===== src/rtl/gated_timer_consts.vh =====
// Constants for the gated sixteen bit timer: offsets, fields, resets.
`ifndef GATED_TIMER_CONSTS_VH
`define GATED_TIMER_CONSTS_VH

// Register byte addresses on the APB.
`define OFS_CONTROL     12'h000
`define OFS_COUNT_LOW   12'h004
`define OFS_COUNT_HIGH  12'h008
`define OFS_IRQ         12'h00C
`define OFS_CC_LOW      12'h010
`define OFS_CC_HIGH     12'h014
`define OFS_STATUS      12'h018

// Control register fields.
`define CTL_TIMER_ON    0
`define CTL_SOURCE      1
`define CTL_SYNC_BYP    2
`define CTL_LP_OSC_EN   3
`define CTL_PRE_LO      4
`define CTL_PRE_HI      5
`define CTL_GATE_EN     6
`define CTL_GATE_POL    7
`define CTL_FAST_INT    8
`define CTL_GATE_SRC    9
`define CTL_CAPTURE     10
`define CTL_COMPARE     11
`define CTL_WIDTH       12
`define CTL_RESET       12'h000

// Interrupt register fields.
`define IRQ_FLAG        0
`define IRQ_ENABLE      1
`define IRQ_PERIPH      2
`define IRQ_GLOBAL      3
`define IRQ_CMP_FLAG    4

// Status register fields.
`define ST_DIR4         0
`define ST_DIR5         1
`define ST_PORT4        2
`define ST_PORT5        3
`define ST_TIMEBASE     4
`define ST_ARMED        5

// Counter limits and the instruction clock phase.
`define COUNT_MAX       16'hFFFF
`define COUNT_ZERO      16'h0000
`define PHASE_LAST      2'h3
`define PRE_ZERO        3'h0
`define SYNC_WIDTH      5

`endif


===== src/rtl/pin_sync.v =====
// Two flip-flop synchroniser for the asynchronous pins of the timer.
`timescale 1ns/1ps
module pin_sync #(
    parameter WIDTH = 5
) (
    input  wire             ref_clk,
    input  wire             nrst,
    input  wire [WIDTH-1:0] pins_in,
    output wire [WIDTH-1:0] pins_out
);

    // ======================================================================
    // Synchroniser stages
    genvar i;
    generate
        for (i = 0; i < WIDTH; i = i + 1)
        begin : g_sync
            reg first_q;
            reg second_q;
            always @(posedge ref_clk or negedge nrst)
            begin
                if (!nrst)
                begin
                    first_q  <= 1'b0;
                    second_q <= 1'b0;
                end
                else
                begin
                    first_q  <= pins_in[i];
                    second_q <= first_q;
                end
            end
            assign pins_out[i] = second_q;
        end
    endgenerate

endmodule // pin_sync


===== src/rtl/gated_sixteen_bit_timer.v =====
// Sixteen bit gated timer and counter with an APB register slave.
//
// Design decisions made here: register access over APB and the register offsets.
`timescale 1ns/1ps
`include "gated_timer_consts.vh"

// Overview of operation
// Sixteen bit counter, two separately reached bytes.
// Byte writes replace the live counter byte.
// Select instruction clock, system clock or pin.
// External mode counts rising pin edges.
// First rising edge needs prior falling edge.
// Prescaler divides by one, two, four, eight.
// Prescaler hidden; cleared by any count write.
// Oscillator enable starts crystal, runs in sleep.
// Crystal clocks counter only when allowed.
// Oscillator forces direction bits one, port zero.
// Software waits oscillator start-up before enabling.
// Bypass mode counts in sleep, may wake.
// Mode switches may lose or add one.
// No time base in asynchronous or fast mode.
// Byte reads always return a valid value.
// Software stops counter before asynchronous writes.
// Gate from pin or comparator when enabled.
// Gate polarity inverts either gate source.
// Rollover from all ones sets the flag.
// Interrupt needs three enables; software clears flag.
// Overflow in sleep wakes core when enabled.
// Capture copies counter into capture pair.
// Compare match raises an event.
// Polarity one counts high, zero counts low.
// Timer on enables; gate ignored while off.
// Prescale codes map to one, two, four, eight.
// Bypass ignored with the internal source.
// Synchronised mode resynchronises pin before edges.
module gated_sixteen_bit_timer (
    input  wire        ref_clk,
    input  wire        nrst,
    input  wire        psel,
    input  wire        penable,
    input  wire        pwrite,
    input  wire [11:0] paddr,
    input  wire [31:0] pwdata,
    output reg  [31:0] prdata,
    output wire        pready,
    output reg         pslverr,
    input  wire        ext_count_input,
    input  wire        lp_osc_clk,
    input  wire        gate_pin,
    input  wire        comparator_two_out,
    input  wire        capture_event,
    input  wire        sleep_mode,
    input  wire        osc_use_allowed,
    input  wire        dir_bit_4_in,
    input  wire        dir_bit_5_in,
    input  wire        port_bit_4_in,
    input  wire        port_bit_5_in,
    output wire        lp_osc_run,
    output wire        dir_bit_4,
    output wire        dir_bit_5,
    output wire        port_bit_4,
    output wire        port_bit_5,
    output wire        rollover_irq,
    output reg         wake_req,
    output reg         compare_event,
    output wire        timebase_valid
);

    // ======================================================================
    // Declarations
    reg  [`CTL_WIDTH-1:0] ctrl_q;
    reg  [15:0]           count_q;
    reg  [15:0]           count_d;
    reg  [15:0]           cc_q;
    reg  [2:0]            pre_q;
    reg  [1:0]            phase_q;
    reg                   rollover_flag_q;
    reg                   compare_flag_q;
    reg                   rollover_irq_enable_q;
    reg                   peripheral_irq_enable_q;
    reg                   global_irq_enable_q;
    reg                   armed_q;
    reg                   ext_prev_q;
    reg                   ext_resync_q;
    reg                   cap_prev_q;
    wire [4:0]            pins_raw;
    wire [4:0]            pins_s;
    wire                  wr_en;
    wire                  rd_en;
    wire                  timer_on;
    wire                  source_select;
    wire                  sync_bypass;
    wire                  low_power_osc_enable;
    wire [1:0]            prescale_select;
    wire                  gate_enable;
    wire                  gate_polarity;
    wire                  fast_internal_select;
    wire                  gate_source;
    wire                  ext_src;
    wire                  ext_level;
    wire                  ext_rise;
    wire                  ext_fall;
    wire                  int_tick;
    wire                  tick;
    wire                  gate_level;
    wire                  gate_ok;
    wire                  run;
    wire [2:0]            pre_mask;
    wire                  inc;
    wire                  roll;
    wire                  wr_low;
    wire                  wr_high;
    wire                  wr_irq;
    wire                  cap_rise;

    // ======================================================================
    // Control fields
    assign timer_on             = ctrl_q[`CTL_TIMER_ON];
    assign source_select        = ctrl_q[`CTL_SOURCE];
    assign sync_bypass          = ctrl_q[`CTL_SYNC_BYP];
    assign low_power_osc_enable = ctrl_q[`CTL_LP_OSC_EN];
    assign prescale_select      = ctrl_q[`CTL_PRE_HI:`CTL_PRE_LO];
    assign gate_enable          = ctrl_q[`CTL_GATE_EN];
    assign gate_polarity        = ctrl_q[`CTL_GATE_POL];
    assign fast_internal_select = ctrl_q[`CTL_FAST_INT];
    assign gate_source          = ctrl_q[`CTL_GATE_SRC];

    // ======================================================================
    // Pin synchronisation
    assign pins_raw = {capture_event, comparator_two_out, gate_pin,
                       lp_osc_clk, ext_count_input};

    pin_sync #(
        .WIDTH    (`SYNC_WIDTH)
    ) u_pin_sync (
        .ref_clk  (ref_clk),
        .nrst     (nrst),
        .pins_in  (pins_raw),
        .pins_out (pins_s)
    );

    // ======================================================================
    // Oscillator and port overrides
    assign lp_osc_run = low_power_osc_enable;
    assign dir_bit_4  = low_power_osc_enable | dir_bit_4_in;
    assign dir_bit_5  = low_power_osc_enable | dir_bit_5_in;
    assign port_bit_4 = ~low_power_osc_enable & port_bit_4_in;
    assign port_bit_5 = ~low_power_osc_enable & port_bit_5_in;

    // ======================================================================
    // Clock source selection
    // The crystal replaces the pin only when the system clock permits.
    assign ext_level = (low_power_osc_enable & osc_use_allowed) ?
                       pins_s[1] : pins_s[0];
    assign ext_src   = source_select;

    always @(posedge ref_clk or negedge nrst)
    begin
        if (!nrst)
        begin
            phase_q      <= 2'h0;
            ext_resync_q <= 1'b0;
            ext_prev_q   <= 1'b0;
            armed_q      <= 1'b0;
        end
        else
        begin
            phase_q      <= phase_q + 2'h1;
            ext_resync_q <= ext_level;
            ext_prev_q   <= (ext_src & ~sync_bypass) ? ext_resync_q
                                                     : ext_level;
            if (!ext_src || !timer_on)
                armed_q <= 1'b0;
            else if (ext_fall)
                armed_q <= 1'b1;
        end
    end

    // Bypass shortens the path by one stage, so a mode switch may skip
    // or repeat one edge.
    assign ext_rise = (sync_bypass ? ext_level : ext_resync_q)
                      & ~ext_prev_q;
    assign ext_fall = ~(sync_bypass ? ext_level : ext_resync_q)
                      & ext_prev_q;
    assign int_tick = fast_internal_select ? 1'b1
                                           : (phase_q == `PHASE_LAST);
    assign tick     = ext_src ? (ext_rise & armed_q) : int_tick;

    // ======================================================================
    // Gate and run control
    assign gate_level = gate_source ? pins_s[3] : pins_s[2];
    assign gate_ok    = ~gate_enable
                        | ~(gate_level ^ gate_polarity);
    // Only the asynchronous external counter keeps running in sleep.
    assign run = timer_on & gate_ok
                 & (~sleep_mode | (ext_src & sync_bypass));

    // ======================================================================
    // Prescaler
    assign pre_mask = (prescale_select == 2'b00) ? 3'b000 :
                      (prescale_select == 2'b01) ? 3'b001 :
                      (prescale_select == 2'b10) ? 3'b011 :
                                                   3'b111;
    assign inc  = tick & run & ((pre_q & pre_mask) == pre_mask);
    assign roll = inc & (count_q == `COUNT_MAX);

    // ======================================================================
    // APB decode
    assign pready  = 1'b1;
    assign wr_en   = psel & penable & pwrite;
    assign rd_en   = psel & penable & ~pwrite;
    assign wr_low  = wr_en & (paddr == `OFS_COUNT_LOW);
    assign wr_high = wr_en & (paddr == `OFS_COUNT_HIGH);
    assign wr_irq  = wr_en & (paddr == `OFS_IRQ);

    // ======================================================================
    // Counter and prescaler update
    always @*
    begin
        count_d = count_q;
        if (inc)
            count_d = count_q + 16'h0001;
        if (wr_low)
            count_d = {count_d[15:8], pwdata[7:0]};
        if (wr_high)
            count_d = {pwdata[7:0], count_d[7:0]};
    end

    always @(posedge ref_clk or negedge nrst)
    begin
        if (!nrst)
        begin
            count_q <= `COUNT_ZERO;
            pre_q   <= `PRE_ZERO;
        end
        else
        begin
            count_q <= count_d;
            if (wr_low || wr_high)
                pre_q <= `PRE_ZERO;
            else if (inc)
                pre_q <= `PRE_ZERO;
            else if (tick && run)
                pre_q <= pre_q + 3'h1;
        end
    end

    // ======================================================================
    // Control and interrupt registers
    always @(posedge ref_clk or negedge nrst)
    begin
        if (!nrst)
        begin
            ctrl_q                  <= `CTL_RESET;
            rollover_flag_q         <= 1'b0;
            compare_flag_q          <= 1'b0;
            rollover_irq_enable_q   <= 1'b0;
            peripheral_irq_enable_q <= 1'b0;
            global_irq_enable_q     <= 1'b0;
        end
        else
        begin
            if (wr_en && paddr == `OFS_CONTROL)
                ctrl_q <= pwdata[`CTL_WIDTH-1:0];
            if (wr_irq)
            begin
                rollover_irq_enable_q   <= pwdata[`IRQ_ENABLE];
                peripheral_irq_enable_q <= pwdata[`IRQ_PERIPH];
                global_irq_enable_q     <= pwdata[`IRQ_GLOBAL];
            end
            // A hardware set in the clearing cycle wins.
            if (roll)
                rollover_flag_q <= 1'b1;
            else if (wr_irq)
                rollover_flag_q <= pwdata[`IRQ_FLAG];
            if (compare_event)
                compare_flag_q <= 1'b1;
            else if (wr_irq)
                compare_flag_q <= pwdata[`IRQ_CMP_FLAG];
        end
    end

    assign rollover_irq = rollover_flag_q & rollover_irq_enable_q
                          & peripheral_irq_enable_q
                          & global_irq_enable_q;

    // ======================================================================
    // Sleep wake-up
    always @(posedge ref_clk or negedge nrst)
    begin
        if (!nrst)
            wake_req <= 1'b0;
        else
            wake_req <= sleep_mode & roll & timer_on & ext_src & sync_bypass
                        & rollover_irq_enable_q
                        & peripheral_irq_enable_q;
    end

    // ======================================================================
    // Capture and compare time base
    assign timebase_valid = ~(ext_src & sync_bypass)
                            & ~(~ext_src & fast_internal_select);
    assign cap_rise = pins_s[4] & ~cap_prev_q;

    always @(posedge ref_clk or negedge nrst)
    begin
        if (!nrst)
        begin
            cc_q          <= `COUNT_ZERO;
            cap_prev_q    <= 1'b0;
            compare_event <= 1'b0;
        end
        else
        begin
            cap_prev_q <= pins_s[4];
            if (ctrl_q[`CTL_CAPTURE] && timebase_valid && cap_rise)
                cc_q <= count_q;
            else if (wr_en && paddr == `OFS_CC_LOW)
                cc_q <= {cc_q[15:8], pwdata[7:0]};
            else if (wr_en && paddr == `OFS_CC_HIGH)
                cc_q <= {pwdata[7:0], cc_q[7:0]};
            // Fires once on the cycle the counter arrives at the match.
            compare_event <= ctrl_q[`CTL_COMPARE] & timebase_valid
                             & inc & (cc_q == count_d);
        end
    end

    // ======================================================================
    // Read data and error response
    // Reads come from the clocked counter, so a byte is never torn.
    always @*
    begin
        prdata  = 32'h0000_0000;
        pslverr = 1'b0;
        if (paddr == `OFS_CONTROL)
            prdata[`CTL_WIDTH-1:0] = ctrl_q;
        else if (paddr == `OFS_COUNT_LOW)
            prdata[7:0] = count_q[7:0];
        else if (paddr == `OFS_COUNT_HIGH)
            prdata[7:0] = count_q[15:8];
        else if (paddr == `OFS_IRQ)
        begin
            prdata[`IRQ_FLAG]     = rollover_flag_q;
            prdata[`IRQ_ENABLE]   = rollover_irq_enable_q;
            prdata[`IRQ_PERIPH]   = peripheral_irq_enable_q;
            prdata[`IRQ_GLOBAL]   = global_irq_enable_q;
            prdata[`IRQ_CMP_FLAG] = compare_flag_q;
        end
        else if (paddr == `OFS_CC_LOW)
            prdata[7:0] = cc_q[7:0];
        else if (paddr == `OFS_CC_HIGH)
            prdata[7:0] = cc_q[15:8];
        else if (paddr == `OFS_STATUS)
        begin
            prdata[`ST_DIR4]     = dir_bit_4;
            prdata[`ST_DIR5]     = dir_bit_5;
            prdata[`ST_PORT4]    = port_bit_4;
            prdata[`ST_PORT5]    = port_bit_5;
            prdata[`ST_TIMEBASE] = timebase_valid;
            prdata[`ST_ARMED]    = armed_q;
        end
        else
            pslverr = psel & penable;
        if (!rd_en)
            prdata = 32'h0000_0000;
    end

endmodule // gated_sixteen_bit_timer


===== config.mk =====
export PLATFORM = sky130hd
export DESIGN_NAME = gated_sixteen_bit_timer
export DESIGN_NICKNAME = d
export VERILOG_FILES = /design/src/rtl/pin_sync.v /design/src/rtl/gated_sixteen_bit_timer.v
export VERILOG_INCLUDE_DIRS = /design/src /design/src/rtl
export SDC_FILE = /design/constraint.sdc
export NUM_CORES = 1
export LEC_CHECK = 0
export ABC_AREA = 1
export BUFFER_PORTS_ARGS = -buffer_cell sky130_fd_sc_hd__buf_2
export CORE_UTILIZATION = 35
export CTS_CLUSTER_SIZE = 30
export DETAILED_ROUTE_END_ITERATION = 6
export PLACE_DENSITY = 0.55
export SLEW_MARGIN = 20
export SYNTH_ARGS = -nofsm -noshare
export SYNTH_HDL_FRONTEND = slang
export SYNTH_SLANG_ARGS = --single-unit

===== constraint.sdc =====
create_clock -name ref_clk -period 2.3 [get_ports ref_clk]
set_clock_uncertainty 0.1 [all_clocks]
set_input_delay 0.345 -clock ref_clk [delete_from_list [all_inputs] [get_ports ref_clk]]
set_output_delay 0.345 -clock ref_clk [all_outputs]
set_load 0.03 [all_outputs]

==> After elaboration in Yosys (flattened, before gate mapping) <==
Cells that the tools add are included.
{ "word_totals": {"memories": 0, "romBits": 0, "latch_bits": 0, "reg_bits": 70, "ram_bits": 0, "input_bits": 60} }
{ "classes": {"n_div": 0, "n_lt_le_gt_ge": 0, "n_reduce_logical": 19, "addsub": 3, "mux": 42, "n_eq_ne": 13, "bitwise": 52, "shift": 0, "n_mul": 0} }
{ "op_table": {"columns": ["op", "count"], "rows": [
  ["$mux W16", 5],
  ["$mux W8", 5],
  ["$eq A12 B5 Y1 const B", 3],
  ["$and A1 B1 Y1", 34],
  ["$eq A12 B4 Y1 const B", 2],
  ["$mux W3", 7],
  ["$mux W1", 19],
  ["$add A16 B1 Y16 const B", 1],
  ["$eq A16 B16 Y1", 1],
  ["$eq A16 B16 Y1 const B", 1],
  ["$eq A12 B3 Y1 const B", 1],
  ["$logic_not A12 Y1", 1],
  ["$mux W12", 1],
  ["$mux W6", 2],
  ["$not A1 Y1", 12],
  ["$reduce_bool A2 Y1", 5],
  ["$logic_and A1 B1 Y1", 6],
  ["$mux W5", 1],
  ["$eq A2 B2 Y1 const B", 2],
  ["$mux W4", 1],
  ["$or A1 B1 Y1", 4],
  ["$add A3 B1 Y3 const B", 1],
  ["$and A3 B3 Y3", 1],
  ["$eq A3 B3 Y1", 1],
  ["other kinds (10)", 12]
]} }

==> Logic depth before layout (Yosys ltp) <==
{ "logic_depth": {"ltp_word": 15, "mapped_depth": 19, "depth_no_buf": 18} }

==> Hierarchy <==
From an unflattened synthesis, not the netlist that was laid out.
{ "unflattened": {"cells_unflattened": 639, "hier_area_um2": 4586.9} }
{ "modules_own_cells": {"columns": ["module", "instances", "seq_area_each_um2", "cells_each", "area_per_inst_um2"], "rows": [
  ["gated_sixteen_bit_timer", 1, 1501.4, 624, 4299.1],
  ["pin_sync", 1, 250.2, 15, 287.8]
]} }

==> Worst setup path before layout <==
OpenSTA, ideal clock, no wires.
{ "synth_timing": {"path_kind": "in2out", "startpoint": "in paddr[1]", "endpoint": "out prdata[1]", "required_ps": 1855, "path_slack_ps": -315, "path_stages": 9, "arrival_ps": 2170, "cell_sequence": "nor2_1 > inv_1 > nor3_1 > inv_1 > nor2_1 > inv_1 > o21ai_0 > a31oi_1 > a221oi_1"} }
{ "synth_between": {"elab_chain_cells": 9, "elab_cells_between_ends": 15, "cone_classes": "eq/ne: 6; mux: 8; reduce/logical: 1"} }
{ "synth_lines": {"columns": ["item", "line_no", "source"], "rows": [
  ["start: declaration", "gated_sixteen_bit_timer.v:42", "input wire [11:0] paddr,"],
  ["$eq A12 B5 Y1 (no source line)", null, null],
  ["$mux W6", "gated_sixteen_bit_timer.v:353", "else if (paddr == `OFS_STATUS)"],
  ["$mux W6", "gated_sixteen_bit_timer.v:351", "else if (paddr == `OFS_CC_HIGH)"],
  ["$mux W8", "gated_sixteen_bit_timer.v:349", "else if (paddr == `OFS_CC_LOW)"],
  ["$mux W5", "gated_sixteen_bit_timer.v:341", "else if (paddr == `OFS_IRQ)"],
  ["$mux W8", "gated_sixteen_bit_timer.v:339", "else if (paddr == `OFS_COUNT_HIGH)"],
  ["$mux W8", "gated_sixteen_bit_timer.v:337", "else if (paddr == `OFS_COUNT_LOW)"],
  ["$mux W8 *", "gated_sixteen_bit_timer.v:335", "if (paddr == `OFS_CONTROL)"],
  ["$mux W12 *", "gated_sixteen_bit_timer.v:364", "if (!rd_en)"],
  ["end: declaration", "gated_sixteen_bit_timer.v:44", "output reg [31:0] prdata,"]
]} }
Mark *: on every way between the ends. The rest lies on a longest branch, timed or not.

==> Worst setup path in the final report <==
Ends and elaborated chain as after synthesis.

==> flow_summary.yaml <==
outcome:
  violations: "negative setup slack"
  status: "finished with violations"
floorplanning:
  die_h_um: 117
  start_util_pct: 36.4
  row_count: 41
  die-area_um2: 13700
  core_um2: 12800
  boundaryPins: 103
  die_x_um: 117
worst_setup_path:
  r2r_setup_slack_ns: -0.01
  rr_endpoint: "compare_event$_DFF_PN0_"
  reg2reg_from: "phase_q[0]$_DFF_PN0_"
  path_max_fanout: 3
  criticalPathCategory: "in2out"
  reg2reg_depth: 18
  cp-end-kind: "output port"
  cp.required_ns: 1.86
  crit_arrival_ns: 1.88
  crit_path_start_kind: "input port"
worst_hold_path:
  hold_depth: 3
  min_from: "pwdata[8]"
  hold_end: "ctrl_q[8]$_DFFE_PN0P_"
  hp-class: "in2reg"
grt:
  antenna_found_initial: 0
  grt_pass1_vias: 4974
  grt-ovfl-total: 0
  grt_pass1_wl_mm: 26.8
  grt_usage_pct: 27.1
  grt_max_degree: 64
finish:
  utilization_pct: 52.8
  finalNonFillerCells: 1000
  diodes: 0
  drive_above_1_share_pct: 37.7
  area_delta_synth_final_pct: 45.4
  fill_cells: 1232
  final_nets: 886
cts:
  cts_inserted_buffers: 9
  clkLatencyLatePin_ns: 0.35
  clock_sinks: 70
  h-tree-depth: 3
  tritoncts: "built"
  cts_buffer_depth: 2
  clkTransAtPathRegs_ns: 0.06
  cts-root-buf: "clkbuf_16"
yosys:
  syn_inst: 646
  synth-edff-count: 0
  ys_ff_latch: 70
  yosysSeqAreaShare_pct: 37.7
  syn_avg_cell_area_um2: 7.19
  synth_flop_cell: "dfrtp_1"
  synth_area_um2: 4640
  async_reset_ff_share_pct: 100
  synth.distinct_cells: 45
  ys_warn_count: 0
detailed_routing:
  wl_per_cell_um: 17.4
  vias_per_cell: 5.12
  wl_mm: 17.4
  vias: 5117
  drc: 0
  dr.pass1.iters: 5
  first_iter_violations: 311
  postRouteAntennaNets: 0
timing:
  layout_setup_ws_ns: -0.0212
  whs_ns: 0.144
  fmax_mhz: 431
  rsz0062_at_grt: "yes"
  slew_violations: 0
  finalSetupViolations: 3
  finalSetupTns_ns: -0.0332
  fin_crit_ns: 2.32
  finalCritPeriodShare_pct: 101
  hold_viol_final: 0
pwr:
  ir_drop_uv: 504
  power.density_nw_per_um2: 430
  p_leak_nw: 3.50
place:
  gp_congestion: 0.933
  dpl.hpwl_mm: 13.4
  port_buffers: 61
  dp_cells: 963
job:
  drv_cap: 0
## stage by stage
stage / cell area, um2 / worst slack, ns / total power [mW]
floorplan: 4800 / -0.0828 / 1.44
global placement: 5870 / -0.268 / 1.54
detailed placement: 5870 / -0.326 / 1.55
CTS: 6520 / -0.0221 / 2.92
global route: 6750 / -0.123 / 2.99
finish: 6750 / -0.0212 / 2.91
## worst max-delay path, cell delays in order
cell,delay [ns]
buf_6,0.09
nor2_4,0.13
inv_4,0.06
nor3_4,0.14
buf_4,0.18
buf_4,0.12
nand2_2,0.07
inv_1,0.08
nand2_1,0.06
o2111ai_2,0.09
nand2_1,0.08
a221oi_2,0.23
buf_4,0.20
## registers in the layout (all words and copies together) (netlist names), 2 cells and up
| signal | flops |
|---|---|
| cc_q | 16 |
| phase_q | 2 |
| u_pin_sync.g_sync.first_q | 5 |
| count_q | 16 |
| pre_q | 3 |
| u_pin_sync.g_sync.second_q | 5 |
| ctrl_q | 12 |
## placed cells by master, fill, tap and decap left out, types with 5 or more instances in the layout
master         count
buf_4             99
buf_2             47
conb_1            21
xor2_1             5
nand2_2           24
nor2_1            28
o21ai_1           14
o21ai_2            6
nor2_4             9
o221ai_1          18
o21ai_0           20
nand3_2           14
o211ai_1           5
inv_2             12
nor2_2            11
nand2_1          158
inv_1             90
nor3_4             6
nor3_1             7
a21oi_1            8
dlygate4sd3_1      6
a21oi_2            6
nand3_1           39
dfrtp_1           69
nand4_1           11
buf_6             22
clkbuf_16          9
## logic make-up after synthesis
group,count (synthesis),share of synthesized area [%]
xor gates and xnor gates,7,1.32
AOI/OAI and AO/OA,100,14.2
adders and majority gates,3,0.808
DFF,70,37.7
muxes,1,0.243
buffers and inverters,138,13.4
and+or+nand+nor,325,32.1
other,2,0.162
## worst max path at each step
stage                           from                 endpoint
2_1_floorplan               paddr[1]                prdata[1]
3_3_place_gp                paddr[1]                prdata[3]
3_5_place_dp                paddr[1]                prdata[3]
4_1_cts                     paddr[0]                prdata[0]
5_1_grt        ctrl_q[1]$_DFFE_PN0P_  compare_event$_DFF_PN0_
6_report                    paddr[1]                prdata[1]
## where the power goes
group	switching [mW]	leakage (nW)	internal, mW	total, mW
logic	0.197	2.60	0.0970	0.294
clock network	0.604	0.141	0.743	1.35
registers	0.0131	0.766	1.25	1.26
## synth_stat cells (3+ instances only)
cell	number	area [um2]
a21oi_1	14	70.1
buf_4	21	158
buf_6	3	33.8
clkbuf_1	7	26.3
clkinv_2	3	15.0
dfrtp_1	70	1750
ha_1	3	37.5
inv_1	96	360
inv_2	8	30.0
nand2_1	171	642
nand2_2	14	87.6
nand3_1	49	245
nand3_2	6	60.1
nand4_1	11	68.8
nor2_1	42	158
nor2_2	4	25.0
nor3_1	15	75.1
o2111ai_1	3	26.3
o211ai_1	5	37.5
o21ai_0	35	175
o21ai_1	3	15.0
o221ai_1	22	193
o22ai_1	6	37.5
xor2_1	5	43.8
## routing by layer
metal | vias up | GRT usage [%] | wire (um)
li1 | 2436 | - | -
met1 | 2482 | 36.3 | 7780
met2 | 168 | 44.0 | 8170
met3 | 31 | 3.71 | 917
met4 | 0 | 11.6 | 531
met5 | - | 0 | 0
## cell type report
type / instances / area (um2) / area share (%)
clock inverter: 7 / 53.8 / 0.797
tap: 172 / 215 / 3.19
sequential: 70 / 1750 / 26.0
inverter: 107 / 414 / 6.14
timing repair buffer: 178 / 1370 / 20.2
multi-input combinational: 457 / 2720 / 40.3
clock buffer: 9 / 225 / 3.34
## timing repair
item / CTS / global route
endpoints found under the setup margin: 13 / 13
hold buffers: 6 / 0
cloned: 0 / 0
pin swaps: 25 / 35
endpoints found under the hold margin: 12 / 0
resized for setup: 78 / 54
buffers inserted: 9 / 7
No activity file was read; power rests on OpenSTA's default activity.
